[config.mk]
export PLATFORM = sky130hd
export DESIGN_NAME = cond_block_decoder
export DESIGN_NICKNAME = d
export VERILOG_FILES = /design/src/cond_block_pkg.sv /design/src/cond_eval.sv /design/src/cond_block_decoder.sv
export VERILOG_INCLUDE_DIRS = /design/src
export SDC_FILE = /design/constraint.sdc
export NUM_CORES = 1
export LEC_CHECK = 0
export ABC_CLOCK_PERIOD_IN_PS = 4100
export BUFFER_PORTS_ARGS = -buffer_cell sky130_fd_sc_hd__clkbuf_2
export CAP_MARGIN = 20
export CORE_MARGIN = 10
export CORE_UTILIZATION = 49
export DETAILED_ROUTE_END_ITERATION = 10
export GPL_TIMING_DRIVEN = 1
export MAX_ROUTING_LAYER = met4
export PLACE_DENSITY = 0.79
export SKIP_CTS_REPAIR_TIMING = 1
export SLEW_MARGIN = 5
export SYNTH_ARGS = -nofsm -noshare
export SYNTH_HDL_FRONTEND = slang
export SYNTH_SLANG_ARGS = --single-unit
export TNS_END_PERCENT = 50
[constraint.sdc]
create_clock -name clk -period 4.1 [get_ports clk]
set_input_delay 0.41 -clock clk [delete_from_list [all_inputs] [get_ports clk]]
set_output_delay 0.41 -clock clk [all_outputs]
set_load 0.01 [all_outputs]
[src/cond_block_defs.svh]
// Constants for the conditional group and table branch decoder
`ifndef COND_BLOCK_DEFS_SVH
`define COND_BLOCK_DEFS_SVH
`define COND_AL          4'hE
`define GROUP_MAX_SLOTS  3'h4
`define MASK_EMPTY       4'h0
`define FLAGS_RESET      4'h0
`define TBL_READ_CYCLES_NS 10
`define TBL_READ_CYCLES  ((`TBL_READ_CYCLES_NS + 9) / 10)
`endif

[src/cond_block_pkg.sv]
// Types for the conditional group and table branch decoder
package cond_block_pkg;
  typedef enum logic [2:0] {
    KIND_OTHER  = 3'h0,
    KIND_PREFIX = 3'h1,
    KIND_TBB    = 3'h2,
    KIND_TBH    = 3'h3,
    KIND_BREAKPOINT_INSTR   = 3'h4,
    KIND_FLOAT  = 3'h5,
    KIND_FCMP   = 3'h6
  } instr_kind_t;
  typedef enum logic [2:0] {
    ST_IDLE  = 3'b001,
    ST_FETCH = 3'b010,
    ST_DONE  = 3'b100
  } tb_state_t;
endpackage : cond_block_pkg

[src/cond_eval.sv]
// Condition code evaluation against the N Z C V flags
`timescale 1ns/1ns
module cond_eval (
  input  wire logic [3:0] cond,
  input  wire logic [3:0] flags,
  output logic            pass
);
  logic n, z, c, v;
  assign n = flags[3];
  assign z = flags[2];
  assign c = flags[1];
  assign v = flags[0];
  // Even codes test, odd codes invert, except code F
  always_comb begin
    logic base;
    base = 1'b1;
    case (cond[3:1])
      3'h0: base = z;
      3'h1: base = c;
      3'h2: base = n;
      3'h3: base = v;
      3'h4: base = c & ~z;
      3'h5: base = (n == v);
      3'h6: base = ~z & (n == v);
      default: base = 1'b1;
    endcase
    pass = (cond[0] && cond != 4'hF) ? ~base : base;
  end
endmodule : cond_eval

[src/cond_block_decoder.sv]
// Conditional group tracking, table branch sequencing and float gate
`timescale 1ns/1ns
`include "cond_block_defs.svh"
// Notes on behaviour
// - Conditionals other than the conditional branch live in groups; it reaches further inside.
// - The group prefix leaves the condition flags untouched.
// - A program counter base makes the table start right after the table branch.
// - The halfword table branch doubles the index to form the entry offset.
// - The branch distance is twice the unsigned entry, so it is always forward.
// - The target is the address after the table branch plus that distance.
// - Float instructions are accepted only with the float unit present and enabled; a passing float flag writer still updates the flags without it.
// - The signalling float compare adds an invalid operation check.
// - The prefix conditions one to four instructions, each then or else per the mask.
// - A breakpoint inside a group always executes.
// - Group state is saved and restored across exceptions so the group resumes.
module cond_block_decoder
  import cond_block_pkg::*;
(
  input  wire logic        clk,
  input  wire logic        rst,
  input  wire logic        instr_valid,
  input  wire instr_kind_t instr_kind,
  input  wire logic [3:0]  instr_cond,
  input  wire logic [7:0]  prefix_field,
  input  wire logic        pc_write,
  input  wire logic [31:0] instr_addr,
  input  wire logic [1:0]  instr_len,
  input  wire logic        base_is_pc,
  input  wire logic [31:0] base_value,
  input  wire logic [31:0] index_value,
  input  wire logic [3:0]  flags_in,
  input  wire logic        flags_wr,
  input  wire logic        fpu_present,
  input  wire logic        fpu_enable,
  input  wire logic        exc_entry,
  input  wire logic        exc_return,
  input  wire logic [7:0]  exc_restore,
  input  wire logic        mem_rdy,
  input  wire logic [15:0] mem_rdata,
  output logic             instr_exec,
  output logic             instr_busy,
  output logic             in_group,
  output logic [7:0]       group_state,
  output logic [3:0]       flags_out,
  output logic             fpu_fault,
  output logic             fcmp_invalid_chk,
  output logic             mem_req,
  output logic             mem_half,
  output logic [31:0]      mem_addr,
  output logic             branch_valid,
  output logic [31:0]      branch_target
);
  // Group state: base condition high nibble, slot mask low nibble
  logic [7:0]  state_reg;
  logic [7:0]  state_next;
  logic [3:0]  flags_reg;
  tb_state_t   tb_reg;
  logic [31:0] next_addr_reg;
  logic [3:0]  cur_cond;
  logic        cur_pass;
  logic        tb_start;
  logic        accept;
  logic        fpu_ok;

  // Slot condition: base with low bit from mask top
  function automatic logic [3:0] slot_cond(input logic [7:0] st);
    slot_cond = {st[7:5], st[4]};
  endfunction : slot_cond

  function automatic logic group_active(input logic [7:0] st);
    group_active = (st[3:0] != `MASK_EMPTY);
  endfunction : group_active

  assign cur_cond = group_active(state_reg) ? slot_cond(state_reg) : instr_cond;

  cond_eval u_eval (
    .cond  (cur_cond),
    .flags (flags_reg),
    .pass  (cur_pass)
  );

  assign fpu_ok   = fpu_present & fpu_enable;
  assign accept   = instr_valid & (tb_reg == ST_IDLE);
  assign tb_start = accept & cur_pass &
                    (instr_kind == KIND_TBB || instr_kind == KIND_TBH);

  // Advance the mask by one slot; empty after the last
  always_comb begin
    state_next = state_reg;
    if (accept && group_active(state_reg)) begin
      if (state_reg[2:0] == 3'h0) begin
        state_next = 8'h00;
      end else begin
        state_next = {state_reg[7:5], state_reg[4:0] << 1};
      end
    end else if (accept && instr_kind == KIND_PREFIX) begin
      state_next = prefix_field;
    end
  end

  // Group state, saved externally on exception entry and restored on return
  always_ff @(posedge clk) begin
    if (rst) begin
      state_reg <= 8'h00;
    end else if (exc_return) begin
      state_reg <= exc_restore;
    end else if (exc_entry) begin
      state_reg <= 8'h00;
    end else begin
      state_reg <= state_next;
    end
  end

  // Flags change only by a passing writer; the prefix never writes
  always_ff @(posedge clk) begin
    if (rst) begin
      flags_reg <= `FLAGS_RESET;
    end else if (accept && flags_wr && cur_pass && instr_kind != KIND_PREFIX) begin
      flags_reg <= flags_in;
    end
  end

  // Execute strobe; failed members become no-ops, breakpoints always run
  always_ff @(posedge clk) begin
    if (rst) begin
      instr_exec       <= 1'b0;
      fpu_fault        <= 1'b0;
      fcmp_invalid_chk <= 1'b0;
    end else begin
      instr_exec <= accept && instr_kind != KIND_PREFIX &&
                    (cur_pass || instr_kind == KIND_BREAKPOINT_INSTR) &&
                    !((instr_kind == KIND_FLOAT || instr_kind == KIND_FCMP) && !fpu_ok);
      fpu_fault  <= accept && cur_pass && !fpu_ok &&
                    (instr_kind == KIND_FLOAT || instr_kind == KIND_FCMP);
      fcmp_invalid_chk <= accept && cur_pass && fpu_ok &&
                          instr_kind == KIND_FCMP;
    end
  end

  // Table branch sequencer: one memory read, then the branch
  always_ff @(posedge clk) begin
    if (rst) begin
      tb_reg        <= ST_IDLE;
      mem_req       <= 1'b0;
      mem_half      <= 1'b0;
      mem_addr      <= 32'h0000_0000;
      next_addr_reg <= 32'h0000_0000;
    end else begin
      case (tb_reg)
        ST_IDLE: begin
          if (tb_start && !exc_entry) begin
            next_addr_reg <= instr_addr + {29'h0, instr_len, 1'b0};
            mem_half      <= (instr_kind == KIND_TBH);
            // Entry address: base plus index, doubled for halfword tables
            mem_addr <= (base_is_pc ? instr_addr + {29'h0, instr_len, 1'b0}
                                    : base_value) +
                        ((instr_kind == KIND_TBH) ? {index_value[30:0], 1'b0}
                                                  : index_value);
            mem_req  <= 1'b1;
            tb_reg   <= ST_FETCH;
          end
        end
        ST_FETCH: begin
          if (mem_rdy) begin
            mem_req <= 1'b0;
            tb_reg  <= ST_DONE;
          end
        end
        ST_DONE: begin
          tb_reg <= ST_IDLE;
        end
        default: begin
          tb_reg <= ST_IDLE;
        end
      endcase
    end
  end

  // Branch output; distance is twice the unsigned entry
  always_ff @(posedge clk) begin
    if (rst) begin
      branch_valid  <= 1'b0;
      branch_target <= 32'h0000_0000;
    end else if (tb_reg == ST_FETCH && mem_rdy) begin
      branch_valid  <= 1'b1;
      branch_target <= next_addr_reg +
                       (mem_half ? {15'h0000, mem_rdata, 1'b0}
                                 : {23'h00_0000, mem_rdata[7:0], 1'b0});
    end else begin
      branch_valid  <= 1'b0;
    end
  end

  // Registered status views; same priority as the group state so the views never lag it
  always_ff @(posedge clk) begin
    if (rst) begin
      in_group    <= 1'b0;
      group_state <= 8'h00;
      instr_busy  <= 1'b0;
    end else begin
      if (exc_return) begin
        in_group    <= group_active(exc_restore);
        group_state <= exc_restore;
      end else if (exc_entry) begin
        in_group    <= 1'b0;
        group_state <= 8'h00;
      end else begin
        in_group    <= group_active(state_next);
        group_state <= state_next;
      end
      instr_busy  <= (tb_reg == ST_IDLE) ? (tb_start && !exc_entry) : (tb_reg == ST_FETCH);
    end
  end
  assign flags_out = flags_reg;

  a_prefix_flags: assert property (@(posedge clk) disable iff (rst)
    (accept && instr_kind == KIND_PREFIX) |=> flags_reg == $past(flags_reg))
    else $error("prefix changed flags");
  a_group_length: assert property (@(posedge clk) disable iff (rst)
    (accept && instr_kind == KIND_PREFIX && !group_active(state_reg) && !exc_entry
     && !exc_return && prefix_field[3:0] == 4'h8) |=> group_active(state_reg))
    else $error("group not opened");
  a_breakpoint_instr_runs: assert property (@(posedge clk) disable iff (rst)
    (accept && instr_kind == KIND_BREAKPOINT_INSTR) |=> instr_exec)
    else $error("breakpoint skipped");
  a_fpu_gate: assert property (@(posedge clk) disable iff (rst)
    (accept && !fpu_ok && instr_kind == KIND_FLOAT) |=> !instr_exec)
    else $error("float ran without unit");
  a_fcmp_check: assert property (@(posedge clk) disable iff (rst)
    (accept && cur_pass && fpu_ok && instr_kind == KIND_FCMP) |=> fcmp_invalid_chk)
    else $error("no invalid check");
  a_exc_restore: assert property (@(posedge clk) disable iff (rst)
    exc_return |=> state_reg == $past(exc_restore))
    else $error("group not restored");
  a_fail_noop: assert property (@(posedge clk) disable iff (rst)
    (accept && !cur_pass && instr_kind == KIND_OTHER) |=>
    !instr_exec && flags_reg == $past(flags_reg))
    else $error("failed member had effect");
  a_tb_forward: assert property (@(posedge clk) disable iff (rst)
    branch_valid |-> branch_target >= next_addr_reg)
    else $error("table branch went backward");
  a_tb_latency: assert property (@(posedge clk) disable iff (rst)
    (tb_reg == ST_FETCH && mem_rdy) |=> branch_valid ##1 (tb_reg == ST_IDLE))
    else $error("branch timing");
  a_tbh_addr: assert property (@(posedge clk) disable iff (rst)
    (tb_start && !exc_entry && instr_kind == KIND_TBH && base_is_pc) |=>
    mem_addr == $past(instr_addr) + {29'h0, $past(instr_len), 1'b0} +
                {$past(index_value[30:0]), 1'b0})
    else $error("halfword entry address");
endmodule : cond_block_decoder

==> impl_results.md <==
- Internal power component: 2.52 mW
- Dominant synthesized flop cell: sky130_fd_sc_hd__dfxtp_1
- Most numerous cell on the critical path: sky130_fd_sc_hd__a21oi_1
- Fraction of registers with async set/reset: 0%
- Combinational share of power: 27.7%
- Ordered list of cells on the worst path: clkbuf_2 -> ha_1 -> a21oi_1 -> or4_1 -> nor2b_1 -> and2_1 -> and3_1 -> nand4_1 -> xor2_1 -> a21oi_1 -> ha_1 -> a21oi_1 -> o21ai_0 -> or3_1 -> a21oi_2 -> o31a_1 -> a2111oi_2 -> a311o_1
- Transition time at the pin with the least slew margin: 912 ps
- Synthesized netlist net count: 1,273
- Largest net degree at the start of global routing: 84
- Post-synth EDFFs: 0
- Standard-cell row count: 48
- Initial Util: 49.6%
- Clock latency on the worst-skew pair: 420 ps
- Peak supply drop: 0.305 mV
- CP max stage delay: 490 ps
- Via count of the routed design: 9,033
- Post-synthesis instance area: 8480 um2
- WHS Path Cells: 2
- CP Class: in2reg
- Nets: 1,563
- Final hold vios: 0
- CTS Buf Count: 17
- Data arrival, critical path: 4150 ps
- Clock Skew: 11.4 ps
- Data required time of the worst path: 4400 ps
- Type of the most critical hold path: in2reg
- Slew Viols, Final: 0
- Sum of negative setup slack: 0 ps
- Fin crit share: 94.0%
- Net Sw Power: 1.10 mW
- Number of antenna violations at the first check in global routing: 1
- Drt initial violations: 578
- Clock slew at the register clock pins of the worst setup and hold paths: 50 ps
- Synth Instances: 1,069
- Vertical die dimension: 152 um
- Routed vias/inst: 5.65
- Share of synthesized area occupied by flip-flops and latches: 28.1%
- Post-synthesis register bit count: 119
- Ratio of total power to cell area: 331 nW/um2
- Routed length per placed instance: 17.0 um
- Tightest hold margin: 225 ps
- Maximum fanout count along the critical path: 3
- FMAX: 0.259 GHz
- Depth of the worst register-to-register path: 8
- Type of destination of the critical path: register
- Share of cells above drive strength 1: 29.7%
- Minimum period implied by the final worst setup slack: 3850 ps
- Run status: finished clean
- Max transition margin: 39.2%
- Standard cell with the maximum stage delay on the critical path: sky130_fd_sc_hd__or4_1
- Remaining antenna violation count: 0
- Count of unresolved DRC violations after routing: 0
- Vias in the first global route: 8,633
- First-pass GRT wire length: 42,300 um
- Routed wire length: 27,300 um
- Average footprint of a synthesized cell: 7.94 um2
- Number of input and output port buffers inserted: 234
- Total global routing track utilization: 23.4%
- Share of power burned in registers: 33.7%
- Clk root buf: sky130_fd_sc_hd__clkbuf_16
- Initial DRT Pass Iterations: 5
- Area Growth Syn to Fin: 29.1%
- Die width: 152 um
- Type of element launching the critical path: input port
- Static Leakage: 4.83 nW
- Yosys warnings: 0
- Final count of negative-setup-slack endpoints: 0
- Sw Share: 30.3%
- Clock tree from TritonCTS: built
- CTS max path bufs: 2
- Number of maximum-capacitance constraint violations: 0
- Die area: 23,000 um2
- Core area: 17,100 um2
- Maximum level of the CTS H-tree: 4
- Total number of clock tree sinks: 119
- Number of distinct library cells after synthesis: 75
- Detail Placement HPWL: 21,500 um
- Remaining global-route overflow: 0
- Routability cong.: 0.993
- Part of the power in the clock network: 38.5%
- Top-level I/O count: 236
==> layout by cell type (no fill, tap or decap), drive strengths merged, types with 13 or more instances in the layout <==
master	count
nand2	121
and3	18
a21oi	97
nor2	117
mux2i	13
a211oi	38
xnor2	39
o21ai	54
buf	89
mux2	37
clkbuf	257
ha	49
xor2	33
and2	16
nand3	23
nor3	17
inv	28
nand4	15
dfxtp	119
a21o	22
==> power groups by stage <==
| stage | Sequential (mW) | Combinational, mW | Clock, mW |
|---|---|---|---|
| final | 1.22 | 1.00 | 1.40 |
| after global routing | 1.23 | 1.11 | 1.46 |
| after floorplan | 1.25 | 0.611 | 0 |
| after global placement | 1.24 | 0.969 | 0 |
| after detailed placement | 1.24 | 0.981 | 0 |
| after CTS | 1.22 | 0.992 | 1.41 |
==> final timing paths <==
kind | start | end | slack [ps]
max reg2reg | group_state[0]$_SDFF_PP0_ | next_addr_reg[7]$_SDFFE_PP0P_ | 360
min reg2reg | branch_target[26]$_SDFFE_PP0P_ | branch_target[26]$_SDFFE_PP0P_ | 450
max | instr_addr[2] | mem_addr[31]$_SDFFE_PP0P_ | 250
min | fpu_enable | fpu_fault$_SDFF_PP0_ | 220
==> Yosys cell counts (all sizes together) (6+ instances only) <==
master | count | share of area [%]
nand2b | 12 | 0.88
a211oi | 38 | 3.5
xor2 | 33 | 3.4
o31ai | 6 | 0.53
mux2 | 37 | 5.0
buf | 15 | 1.3
and3 | 18 | 1.3
clkbuf | 36 | 1.6
inv | 28 | 1.2
ha | 49 | 7.2
a22o | 6 | 0.62
nand4 | 15 | 1.1
a21o | 22 | 1.9
nor4 | 6 | 0.62
nor2 | 117 | 5.2
mux2i | 13 | 1.5
nand2 | 121 | 5.4
a21oi | 97 | 5.7
and4 | 6 | 0.62
o21a | 9 | 0.80
o21ai | 54 | 3.2
nor3 | 17 | 1.1
a31oi | 12 | 0.88
and2 | 16 | 1.2
o211ai | 6 | 0.53
nor2b | 11 | 0.81
nand3 | 23 | 1.4
xnor2 | 39 | 4.0
dfxtp | 119 | 28
==> critical path, delay by kind of cell <==
| family | cells | cell delay, ps |
|---|---|---|
| AOI/OAI and AO/OA | 8 | 1310 |
| and+or+nand+nor | 6 | 1530 |
| buffers and inverters | 1 | 90 |
| adders and majority gates | 2 | 600 |
| xor gates and xnor gates | 1 | 200 |
==> through the flow <==
stage	worst slack, ps	area (um2)	utilization [%]	std cells	power [mW]
after floorplan	55.9	8490	-	1069	1.86
after global placement	-167	10400	60.7	1565	2.21
after detailed placement	-215	10400	60.7	1565	2.23
after CTS	170	10900	63.9	1597	3.62
after global routing	-1.60	10900	64.0	1598	3.79
final	246	11000	64.0	1600	3.62
==> routing by layer <==
layer | wire (um) | part of all wire [%] | up-vias | track usage, %
li1 | - | - | 4495 | -
met1 | 11300 | 41 | 4148 | 28.3
met2 | 12800 | 47 | 329 | 37.6
met3 | 2350 | 8.6 | 61 | 4.54
met4 | 791 | 2.9 | 0 | 9.44
met5 | 0 | 0 | - | -
==> cell families after synthesis <==
family | after synthesis | share of synthesized area [%]
xor gates and xnor gates | 72 | 7.43
muxes | 50 | 6.49
adders and majority gates | 52 | 7.93
AOI/OAI and AO/OA | 312 | 24.2
buffers and inverters | 80 | 4.20
DFF | 119 | 28.1
and+or+nand+nor | 384 | 21.7
==> cell type report <==
cell class / count / area (um2)
sequential: 119 / 2380
multi-input combinational: 870 / 5780
clock buffer: 24 / 472
tap: 225 / 282
timing repair buffer: 322 / 1840
inverter: 29 / 109
fill: 1496 / 6160
clock inverter: 8 / 73.8
antenna: 3 / 7.51
(Power assumes the default switching activity.)
